===== src/hdl/acq_pkg.sv =====
package acq_pkg;

   // Channel addressing.
   localparam int unsigned CHAN_BITS       = 4;
   localparam int unsigned CHAN_COUNT      = 16;
   localparam int unsigned DATA_BITS       = 12;
   localparam int unsigned FIFO_DEPTH      = 16;

   // System clock and acquisition period.
   localparam int unsigned CLK_HZ          = 100_000_000;
   localparam int unsigned ACQ_HZ          = 50_000;
   localparam int unsigned ACQ_PERIOD_CYC  = CLK_HZ / ACQ_HZ;
   localparam int unsigned HIGH_PHASE_CYC  = ACQ_PERIOD_CYC / 2;
   localparam int unsigned REFRESH_US      = 320;

   // Adder settling bound, one microsecond, rounded down to cycles.
   localparam int unsigned ADD_TIME_NS     = 1000;
   localparam int unsigned ADD_CYC         = (ADD_TIME_NS * (CLK_HZ / 1_000_000)) / 1000;

   // Start pulse width in cycles and the gate delay before it.
   localparam int unsigned START_PULSE_CYC = 2;
   localparam int unsigned GATE_DELAY_CYC  = 1;

   // Channel after reset, and the ground reference channel.
   localparam logic [3:0]  CHAN_RESET      = 4'h0;
   localparam logic [3:0]  GROUND_CHAN     = 4'hf;

   // Phase sequencer states, Gray coded along the usual path.
   typedef enum logic [1:0] {
      PH_SAMPLE = 2'b00,
      PH_GATE   = 2'b01,
      PH_START  = 2'b11,
      PH_CONV   = 2'b10
   } phase_t;

endpackage : acq_pkg


===== src/hdl/acq_stream_if.sv =====
`timescale 1ns/10ps
`default_nettype none

// Carries one corrected result and its channel from the sequencer to the FIFO.
interface acq_stream_if #(
   parameter int unsigned WIDTH = 20
);
   logic             valid;
   logic             ready;
   logic [WIDTH-1:0] data;

   modport source (output valid, output data, input ready);
   modport sink   (input valid, input data, output ready);
endinterface : acq_stream_if

`default_nettype wire


===== src/hdl/multichannel_acq_sequencer.sv =====
`timescale 1ns/10ps
`default_nettype none

module multichannel_acq_sequencer
   import acq_pkg::*;
#(
   parameter int unsigned DATA_W      = DATA_BITS,
   parameter int unsigned PERIOD_CYC  = ACQ_PERIOD_CYC,
   parameter int unsigned HIGH_CYC    = HIGH_PHASE_CYC,
   parameter bit          OFFSET_CORR = 1'b1,
   parameter bit          GAIN_CORR   = 1'b0,
   parameter int unsigned GAIN_FRAC   = 8
) (
   input  wire logic                 clk_i,
   input  wire logic                 resetn_i,
   input  wire logic [DATA_W-1:0]    adc_data_i,
   input  wire logic                 conv_done_n_i,
   input  wire logic [15:0]          gain_i,
   output logic [CHAN_BITS-1:0]      mux_sel_o,
   output logic                      sample_o,
   output logic                      start_n_o,
   output logic                      acq_clk_o,
   output logic [CHAN_COUNT-1:0]     strobe_o,
   output logic [CHAN_COUNT*DATA_W-1:0] chan_data_o,
   output logic [DATA_W:0]           corr_data_o,
   output logic                      corr_valid_o,
   input  wire logic                 res_ready_i,
   output logic                      res_valid_o,
   output logic [DATA_W+CHAN_BITS:0] res_data_o
);
   localparam int unsigned RW      = DATA_W + 1 + CHAN_BITS;
   localparam int unsigned CNT_W   = $clog2(PERIOD_CYC + 1);
   localparam int unsigned SPAN    = (ADD_CYC > 2) ? 2 : ADD_CYC;

   // Decodes a channel number into a one-hot strobe word.
   function automatic logic [CHAN_COUNT-1:0] decode4(input logic [CHAN_BITS-1:0] ch,
                                                    input logic en);
      decode4     = '0;
      decode4[ch] = en;
   endfunction

   phase_t                phase;
   logic [CNT_W-1:0]      tick;
   logic [CHAN_BITS-1:0]  chan;
   logic                  done_meta;
   logic                  done_sync;
   logic                  done_prev;
   logic [DATA_W-1:0]     data_meta;
   logic [DATA_W-1:0]     data_sync;
   logic                  done_fall;
   logic [CHAN_COUNT-1:0] next_strobe;
   logic [DATA_W-1:0]     chan_reg [CHAN_COUNT];
   logic [DATA_W-1:0]     reg_a;
   logic [DATA_W-1:0]     reg_b_n;
   logic [DATA_W:0]       diff;
   logic [DATA_W+16:0]    scaled;
   logic [DATA_W:0]       next_corr;
   logic                  load_a;
   logic [CHAN_BITS-1:0]  a_chan;
   logic                  captured;
   logic                  ovr_pend;

   acq_stream_if #(.WIDTH(RW)) to_fifo ();

   // Converter status and data inputs cross two flip-flops before any logic reads them.
   always_ff @(posedge clk_i or negedge resetn_i) begin
      if (!resetn_i) begin
         done_meta <= 1'b1;
         done_sync <= 1'b1;
         done_prev <= 1'b1;
         data_meta <= '0;
         data_sync <= '0;
      end else begin
         done_meta <= conv_done_n_i;
         done_sync <= done_meta;
         done_prev <= done_sync;
         data_meta <= adc_data_i;
         data_sync <= data_meta;
      end
   end

   // Conversion is over when the status drops low.
   assign done_fall = done_prev && !done_sync;

   // Period counter; the high phase covers settling, the low phase conversion.
   always_ff @(posedge clk_i or negedge resetn_i) begin
      if (!resetn_i) begin
         tick <= '0;
      end else if (tick == CNT_W'(PERIOD_CYC - 1)) begin
         tick <= '0;
      end else begin
         tick <= tick + CNT_W'(1);
      end
   end

   // Phase sequencer: sample, hold plus gate delay, start pulse, conversion.
   always_ff @(posedge clk_i or negedge resetn_i) begin
      if (!resetn_i) begin
         phase <= PH_SAMPLE;
      end else begin
         unique case (phase)
            PH_SAMPLE: begin
               if (tick == CNT_W'(HIGH_CYC - 1)) begin
                  phase <= PH_GATE; // Falling edge of the acquisition clock.
               end
            end
            PH_GATE: begin
               if (tick == CNT_W'(HIGH_CYC - 1 + GATE_DELAY_CYC)) begin
                  phase <= PH_START; // Start follows hold by one gate delay.
               end
            end
            PH_START: begin
               if (tick == CNT_W'(HIGH_CYC - 1 + GATE_DELAY_CYC + START_PULSE_CYC)) begin
                  phase <= PH_CONV;
               end
            end
            PH_CONV: begin
               if (tick == CNT_W'(PERIOD_CYC - 1)) begin
                  phase <= PH_SAMPLE; // Rising edge of the next period.
               end
            end
         endcase
      end
   end

   // Channel counter advances once per period and wraps to zero.
   always_ff @(posedge clk_i or negedge resetn_i) begin
      if (!resetn_i) begin
         chan <= CHAN_RESET;
      end else if (tick == CNT_W'(PERIOD_CYC - 1)) begin
         chan <= chan + CHAN_BITS'(1);
      end
   end

   // Analog side controls, all from flip-flops.
   always_ff @(posedge clk_i or negedge resetn_i) begin
      if (!resetn_i) begin
         mux_sel_o <= CHAN_RESET;
         sample_o  <= 1'b0;
         start_n_o <= 1'b1;
         acq_clk_o <= 1'b0;
      end else begin
         mux_sel_o <= chan;
         sample_o  <= (phase == PH_SAMPLE);
         acq_clk_o <= (phase == PH_SAMPLE);
         start_n_o <= (phase != PH_START);
      end
   end

   // Only the first completion per period is accepted, so a glitch cannot restrobe.
   always_ff @(posedge clk_i or negedge resetn_i) begin
      if (!resetn_i) begin
         captured <= 1'b0;
      end else if (phase == PH_SAMPLE) begin
         captured <= 1'b0;
      end else if (done_fall && phase == PH_CONV) begin
         captured <= 1'b1;
      end
   end

   // Decoder enabled by conversion done, addressed by the channel counter.
   always_comb begin
      next_strobe = decode4(chan, done_fall && phase == PH_CONV && !captured);
   end

   always_ff @(posedge clk_i or negedge resetn_i) begin
      if (!resetn_i) begin
         strobe_o <= '0;
      end else begin
         strobe_o <= next_strobe;
      end
   end

   // Per-channel storage; each register only changes on its own strobe.
   genvar g;
   generate
      for (g = 0; g < CHAN_COUNT; g++) begin : g_store
         always_ff @(posedge clk_i or negedge resetn_i) begin
            if (!resetn_i) begin
               chan_reg[g] <= '0;
            end else if (next_strobe[g]) begin
               chan_reg[g] <= data_sync;
            end
         end
      end
   endgenerate

   // The output word is a plain view of the channel flops, driven by one process.
   // Separate processes per slice would each drive one variable, which is refused.
   always_comb begin
      for (int k = 0; k < CHAN_COUNT; k++) begin
         chan_data_o[k*DATA_W +: DATA_W] = chan_reg[k];
      end
   end

   // Offset variant: ground channel held complemented in B, others loaded into A.
   always_ff @(posedge clk_i or negedge resetn_i) begin
      if (!resetn_i) begin
         reg_b_n <= '1;
         reg_a   <= '0;
         a_chan  <= CHAN_RESET;
         load_a  <= 1'b0;
      end else begin
         load_a <= 1'b0;
         if (OFFSET_CORR && next_strobe[GROUND_CHAN]) begin
            reg_b_n <= ~data_sync;
         end
         if (|next_strobe && !next_strobe[GROUND_CHAN]) begin
            reg_a  <= data_sync;
            a_chan <= chan;
            load_a <= 1'b1;
         end
      end
   end

   // Adding the complement plus one is a two's-complement subtraction.
   always_comb begin
      if (OFFSET_CORR) begin
         diff = {1'b0, reg_a} + {1'b0, reg_b_n} + (DATA_W+1)'(1);
         diff = {~diff[DATA_W], diff[DATA_W-1:0]};
      end else begin
         diff = {1'b0, reg_a};
      end
      scaled = {{16{diff[DATA_W]}}, diff} * (DATA_W+17)'({{DATA_W+1{1'b0}}, gain_i});
      if (GAIN_CORR) begin
         next_corr = scaled[GAIN_FRAC +: DATA_W+1];
      end else begin
         next_corr = diff;
      end
   end

   // Result registered one cycle after A loads, far inside one microsecond.
   always_ff @(posedge clk_i or negedge resetn_i) begin
      if (!resetn_i) begin
         corr_data_o  <= '0;
         corr_valid_o <= 1'b0;
      end else begin
         corr_valid_o <= load_a && (SPAN != 0);
         if (load_a) begin
            corr_data_o <= next_corr;
         end
      end
   end

   // Results feed the FIFO; a full FIFO drops the newest and flags it in bit RW-1.
   always_ff @(posedge clk_i or negedge resetn_i) begin
      if (!resetn_i) begin
         ovr_pend <= 1'b0;
      end else if (corr_valid_o && !to_fifo.ready) begin
         ovr_pend <= 1'b1;
      end else if (corr_valid_o) begin
         ovr_pend <= 1'b0;
      end
   end

   assign to_fifo.valid = corr_valid_o;
   assign to_fifo.data  = {a_chan, corr_data_o};

   logic             fifo_valid;
   logic [RW-1:0]    fifo_data;

   acq_fifo #(.WIDTH(RW), .DEPTH(FIFO_DEPTH)) u_fifo (
      .clk_i       (clk_i),
      .resetn_i    (resetn_i),
      .in_s        (to_fifo.sink),
      .out_valid_o (fifo_valid),
      .out_ready_i (res_ready_i && !(res_valid_o && !res_ready_i)),
      .out_data_o  (fifo_data)
   );

   // Output stage register so the stream pins come straight from flops.
   always_ff @(posedge clk_i or negedge resetn_i) begin
      if (!resetn_i) begin
         res_valid_o <= 1'b0;
         res_data_o  <= '0;
      end else if (!res_valid_o || res_ready_i) begin
         res_valid_o <= fifo_valid && res_ready_i;
         res_data_o  <= {ovr_pend, fifo_data[RW-2:0]};
      end
   end

   // Upper bit of the stream word, the top bit of the channel number, is replaced by the overrun flag above.
   logic unused_msb;
   assign unused_msb = fifo_data[RW-1];

endmodule : multichannel_acq_sequencer

`default_nettype wire


===== src/hdl/acq_fifo.sv =====
`timescale 1ns/10ps
`default_nettype none

module acq_fifo #(
   parameter int unsigned WIDTH = 20,
   parameter int unsigned DEPTH = 16
) (
   input  wire logic             clk_i,
   input  wire logic             resetn_i,
   acq_stream_if.sink            in_s,
   output logic                  out_valid_o,
   input  wire logic             out_ready_i,
   output logic [WIDTH-1:0]      out_data_o
);
   localparam int unsigned AW = $clog2(DEPTH);

   logic [WIDTH-1:0] mem [DEPTH];
   logic [AW-1:0]    wr_ptr;
   logic [AW-1:0]    rd_ptr;
   logic [AW:0]      level;
   logic             push;
   logic             pop;

   // Ready and valid follow the fill level so back-pressure is honest.
   assign in_s.ready  = (level != (AW+1)'(DEPTH));
   assign out_valid_o = (level != '0);
   assign out_data_o  = mem[rd_ptr];
   assign push        = in_s.valid && in_s.ready;
   assign pop         = out_valid_o && out_ready_i;

   // Storage array has no reset; only the pointers define its contents.
   always_ff @(posedge clk_i) begin
      if (push) begin
         mem[wr_ptr] <= in_s.data;
      end
   end

   // Pointers and level.
   always_ff @(posedge clk_i or negedge resetn_i) begin
      if (!resetn_i) begin
         wr_ptr <= '0;
         rd_ptr <= '0;
         level  <= '0;
      end else begin
         if (push) begin
            wr_ptr <= wr_ptr + AW'(1);
         end
         if (pop) begin
            rd_ptr <= rd_ptr + AW'(1);
         end
         level <= level + (AW+1)'(push) - (AW+1)'(pop);
      end
   end
endmodule : acq_fifo

`default_nettype wire


===== config.mk =====
export PLATFORM = sky130hd
export DESIGN_NAME = multichannel_acq_sequencer
export DESIGN_NICKNAME = d
export VERILOG_FILES = /design/src/hdl/acq_pkg.sv /design/src/hdl/acq_stream_if.sv /design/src/hdl/multichannel_acq_sequencer.sv /design/src/hdl/acq_fifo.sv
export SDC_FILE = /design/constraint.sdc
export NUM_CORES = 1
export LEC_CHECK = 0
export BUFFER_PORTS_ARGS = -buffer_cell sky130_fd_sc_hd__buf_2
export CORE_MARGIN = 2
export CORE_UTILIZATION = 54
export CTS_BUF_LIST = sky130_fd_sc_hd__clkbuf_2
export DETAILED_ROUTE_END_ITERATION = 16
export GPL_TIMING_DRIVEN = 0
export PLACE_DENSITY = 0.78
export SLEW_MARGIN = 20
export SYNTH_ARGS = -nofsm -noshare
export SYNTH_HDL_FRONTEND = slang
export SYNTH_SLANG_ARGS = --single-unit
export TNS_END_PERCENT = 20

===== constraint.sdc =====
create_clock -name clk_i -period 2.5 [get_ports clk_i]
set_input_delay 0.25 -clock clk_i [delete_from_list [all_inputs] [get_ports clk_i]]
set_output_delay 0.25 -clock clk_i [all_outputs]
set_load 0.05 [all_outputs]

After elaboration in Yosys (flattened, before gate mapping)
Memory sizes are Yosys's and may differ from the RTL's. A register that Yosys moved wholly into a read port is not among the register bits.
Index checks and enable logic that the tools add are counted.
{"block": "totals", "rom_bits": 0, "output_inout_bits": 247, "memories": 1, "mem_bits_rw": 272, "latchBits": 0, "ff_bits": 334}
{"block": "op_classes", "n_lt_le_gt_ge": 2, "mux": 15, "n_div": 0, "mul": 0, "bitwise": 3, "add_sub_neg": 8, "n_eq_ne": 13, "reduce_logical": 26, "shift": 0}
{"memory": "u_fifo.mem", "depth": 16, "width": 17, "read_ports": 1, "rd_clocked_by_memory_dff": 1, "write_ports": 1, "line": "acq_fifo.sv:17", "source": "logic [WIDTH-1:0] mem [DEPTH];"}
{"op": "== test 11 x 10 -> 1 bit, second input constant", "n": 3}
{"op": "bitwise AND 16 bit", "n": 1}
{"op": "OR reduction 16 bit", "n": 1}
{"op": "adder 12 x 12 -> 13 bit", "n": 1}
{"op": "adder 13 x 1 -> 13 bit, second input constant", "n": 1}
{"op": "adder 4 x 1 -> 4 bit, second input constant", "n": 3}
{"op": "NOT 12 bit", "n": 1}
{"op": "adder 11 x 1 -> 11 bit, second input constant", "n": 1}
{"op": "== test 11 bit, second input constant", "n": 1}
{"op": "logical AND 1 bit", "n": 11}
{"op": "2-to-1 mux 11 bit", "n": 1}
{"op": "inequality test 2 bit, second input constant", "n": 5}
{"op": "logical NOT 1 bit", "n": 8}
{"op": "2-to-1 mux 1 bit", "n": 8}
{"op": "2-to-1 mux 2 bit", "n": 4}
{"op": "case mux 2 bit (4 select lines)", "n": 1}
{"op": "adder 5 x 1 -> 5 bit", "n": 1}
{"op": "less-than comparator 4 x 5 -> 1 bit, second input constant", "n": 1}
{"op": "inequality test 5 bit, second input constant", "n": 1}
{"op": "nonzero test 5 bit", "n": 1}
{"op": "subtractor 5 x 1 -> 5 bit", "n": 1}
{"op": "demux 1 bit (select 4 bit)", "n": 1}
{"op": "== test 2 bit, second input constant", "n": 2}
{"op": "greater-or-equal comparator 4 x 1 -> 1 bit, second input constant", "n": 1}
{"op": "6 further kinds", "n": 7}

Logic depth before layout (Yosys ltp)
{"block": "logic_depth", "ltp_word": 8, "depth_mapped": 13}

Modules after synthesis
From an unflattened synthesis, not the netlist that was laid out.
{"block": "hier_totals", "hier_cells": 1419, "area_unflattened_um2": 23719.0}
{"module": "multichannel_acq_sequencer", "cells_each": 840, "area_each_um2": 12475.7, "n_inst": 1}
{"module": "acq_fifo", "cells_each": 579, "area_each_um2": 11243.3, "n_inst": 1}

Worst setup path before layout
OpenSTA, ideal clock, no wires.
{"block": "synth_timing", "path_kind": "reg-to-reg", "startpoint": "register u_fifo.level[3]", "endpoint": "register u_fifo.level[4]", "period_less_slack_ps": 2502, "required_ps": 2377, "setup_slack_ps": -2, "path_buffers": 0, "arrival_time_ps": 2379, "stages_incl_launch_ff": 14, "setup_time_ps": 123, "path_cell_list": "dfrtp_1 > inv_1 > ha_1 > nand3_1 > o21ai_0 > inv_1 > ha_1 > inv_1 > ha_1 > fa_1 > a21oi_1 > nor2_1 > nor2_1 > xnor2_1"}
{"block": "synth_between", "word_cells_on_any_way": 6, "cone_classes": "add/sub: 2; eq/ne: 1; reduce/logical: 3"}
{"element": "start: declaration", "line": "acq_fifo.sv:20", "source": "logic [AW:0] level;"}
{"element": "start signal: assignment", "line": "acq_fifo.sv:51", "source": "level <= level + (AW+1)'(push) - (AW+1)'(pop);"}
{"element": "nonzero test 5 bit", "line": "acq_fifo.sv:26", "source": "assign out_valid_o = (level != '0);"}
{"element": "logical AND 1 bit", "line": "acq_fifo.sv:29", "source": "assign pop = out_valid_o && out_ready_i;"}
{"element": "named net u_fifo.pop", "line": "acq_fifo.sv:22", "source": "logic pop;"}
{"element": "subtractor 5 x 1 -> 5 bit", "line": "acq_fifo.sv:51"}
The timed path passes the listed nets, and every way through them passes these cells.
A chain may end at the register's enable or synchronous reset.

==> flow_summary.json <==
{
  "htree_num_levels": 4,
  "gp_congestion": 0.7807,
  "firstDrtPassIters": 5,
  "vias": 13203,
  "top_register": "u_fifo.mem",
  "cts_made_buffers": 144,
  "ys_seq_elements": 589,
  "syn_inst": 1310,
  "setup_viol": 0,
  "portBuffers": 262,
  "r2r-end": "res_data_o[10]$_DFFE_PN0N_",
  "layout-drive-gt1-share_pct": 46.33,
  "grt_start_max_net_pins": 104,
  "hold_viol": 0,
  "critPathArrivalTime_ps": 3420,
  "grt_pass1_vias": 14026,
  "synth_xor_area_share_pct": 0.9163,
  "power.total_mw": 19.21,
  "die_h_um": 210.1,
  "final_core_util_pct": 63.68,
  "cp-end-kind": "flip-flop",
  "clock_latency_ps": 1120,
  "synth-compound-area-share_pct": 2.885,
  "slowest_stage": "buf_1",
  "skew_ps": 121.2,
  "rows": 75,
  "peakVddDrop_mv": 0.4772,
  "min_from": "res_ready_i",
  "ys_types": 59,
  "clockBufferDepth": 3,
  "fin_ws_ps": 37.65,
  "fin_cells": 2409,
  "yosys.area_share.adder_pct": 1.811,
  "critPathLaunchType": "flip-flop",
  "worst_ep_required_time_ps": 3460,
  "io_pins": 279,
  "dpl.cell_count": 2114,
  "ant_nets": 0,
  "synth_edf_count": 256,
  "grt_overflow": 0,
  "die-area_mm2": 0.04415,
  "clock-sinks": 589,
  "layout_commonest_cell": "dfrtp_1",
  "min_to": "res_valid_o$_DFFE_PN0N_",
  "clkTransAtPathRegs_ps": 110,
  "preCtsSetupSlack_ps": -294.5,
  "critPathBufInv": 2,
  "die_w_um": 210.1,
  "slew_viol_final": 0,
  "viasPerCell": 5.481,
  "synth_ff_type": "dfrtp_1",
  "yosys_warnings": 0,
  "crit_fanout": 10,
  "period_share_pct": 98.49,
  "syn_nets": 1374,
  "maxCapViolCount": 0,
  "drtIter0Drc": 877,
  "final_cell_mix": "dfrtp_1, buf_2, edfxtp_1",
  "largest_reg_flops": 256,
  "fin_nets": 1817,
  "crit_family": "buffers and inverters",
  "finalWirelength_um": 51180,
  "fin_crit_ps": 2462,
  "synth_mux_area_share_pct": 17.77,
  "critPathKind": "flip-flop to flip-flop",
  "postSynthAreaPerCell_um2": 17.51,
  "tritoncts": "yes",
  "syn_area_mm2": 0.02294,
  "leakagePower_nw": 11.95,
  "max_slew.worst_pin.slew_ps": 813.3,
  "area_delta_synth_final_pct": 16.44,
  "cts_root_buf": "clkbuf_2",
  "reg2reg_from": "u_fifo.rd_ptr[1]$_DFFE_PN0P_",
  "dpl_cell_area_mm2": 0.02502,
  "status": "finished, final reports clean",
  "route.detailed.wl_per_inst_um": 21.25,
  "synth-seq-area-share_pct": 69.92,
  "timing.hold.ws_ps": 141.0,
  "fillerInstances": 3016,
  "synthArstFlopShare_pct": 56.54,
  "fmax_mhz": 406.1,
  "ff2ff_path_depth": 5,
  "hold_class": "primary input to flip-flop",
  "gr-usage-all-layers_pct": 23.87,
  "holdPathStages": 5,
  "max_stage_delay_ps": 660,
  "fin_setup_tns_ps": 0,
  "drc": 0,
  "synth_top_family_by_area": "multiplexers",
  "dp_hpwl_um": 33400,
  "coreArea_mm2": 0.04195,
  "rsz0062_at_grt": "yes",
  "synth-simple-area-share_pct": 4.636,
  "grt_pass1_wl_um": 79970,
  "initial_core_util_pct": 54.69,
  "crit_chain": "buf_2, buf_1, mux4_2, a211oi_1, nor3_1",
  "antenna_found_initial": 1,
  "relSlewSlack_pct": 45.78,
  "r2r_setup_slack_ps": 40,
  "post-route-cell-area_mm2": 0.02671,
  "powerDensity_mw_per_mm2": 719.1
}
[synthesized netlist by cell type (5+ instances only)]
cell type	number	area share, %
a211oi_1	19	0.62
a21oi_1	11	0.24
and2_1	18	0.49
and3_1	5	0.14
buf_2	17	0.37
buf_6	9	0.44
clkbuf_1	29	0.47
dfrtp_1	317	35
dfstp_2	16	1.8
edfxtp_1	256	34
ha_1	30	1.6
inv_1	37	0.61
mux2_2	138	6.8
mux2_4	72	4.7
mux4_2	64	6.3
nand2_1	41	0.67
nand2_4	8	0.39
nand3_1	13	0.28
nand4_1	6	0.16
nor2_1	39	0.64
nor2b_1	22	0.60
nor3_1	20	0.44
o21a_1	5	0.16
o21ai_0	25	0.55
o22ai_1	16	0.44
xnor2_1	17	0.65
xor2_1	7	0.27
[cell type report]
type                            count  area (um^2)  share of cell area, %
Antenna cell                        1        2.502               0.009369
Buffer                             61        330.3                  1.237
Clock buffer                      214         1071                  4.010
Multi-Input combinational cell    622         6470                  24.22
Sequential cell                   589        16060                  60.11
Clock inverter                     48        224.0                 0.8385
Tap cell                          539        674.4                  2.525
Inverter                           38        142.6                 0.5340
Timing Repair Buffer              297         1739                  6.511
[worst max-delay path by stage]
stage / from / to / cells after the start
floorplan: u_fifo.level[3]$_DFF_PN0_ / u_fifo.level[4]$_DFF_PN0_ / 13
global route: u_fifo.level[3]$_DFF_PN0_ / u_fifo.level[4]$_DFF_PN0_ / 13
finish: u_fifo.rd_ptr[1]$_DFFE_PN0P_ / res_data_o[10]$_DFFE_PN0N_ / 5
global placement: resetn_i / res_data_o[9]$_DFFE_PN0N_ / 1
detailed placement: u_fifo.level[3]$_DFF_PN0_ / u_fifo.level[4]$_DFF_PN0_ / 13
CTS: u_fifo.level[3]$_DFF_PN0_ / u_fifo.level[4]$_DFF_PN0_ / 11
[worst register-to-register path, cell delays in order (launching register included)]
cell	delay [ps]
dfrtp_1	400
buf_2	320
buf_1	660
mux4_2	410
a211oi_1	430
nor3_1	120
[report_power, final]
group | switching, mW | leakage, nW | internal, mW
clock | 3.78 | 1.00 | 2.40
sequential | 0.183 | 6.17 | 10.2
combinational | 1.73 | 4.78 | 0.895
total | 5.69 | 11.9 | 13.5
[metal layers]
layer | global-route usage [%] | share of wire (%) | vias to the layer above
met5 | 0 | 0 | -
met3 | 6.928 | 7.8 | 96
li1 | - | - | 5836
met2 | 38.95 | 49 | 490
met1 | 30.64 | 41 | 6781
met4 | 8.951 | 2.2 | 0
[timing repair]
item,CTS,global route
endpoints found under the hold margin,360,0
pin swaps,1,1
gates resized for setup,9,30
buffers inserted,1,0
setup endpoints to repair,148,201
hold buffers,31,0
[logic make-up (layout without fill, tap and decap cells)]
logic type | Yosys count | count (layout)
flops | 589 | 589
mux | 274 | 274
simple gates | 192 | 192
compound gates | 100 | 100
buf+inv | 99 | 658
fa+ha+maj | 32 | 32
xor+xnor | 24 | 24
other cells | 0 | 1
Note: power is estimated with default switching activity, not from simulation.
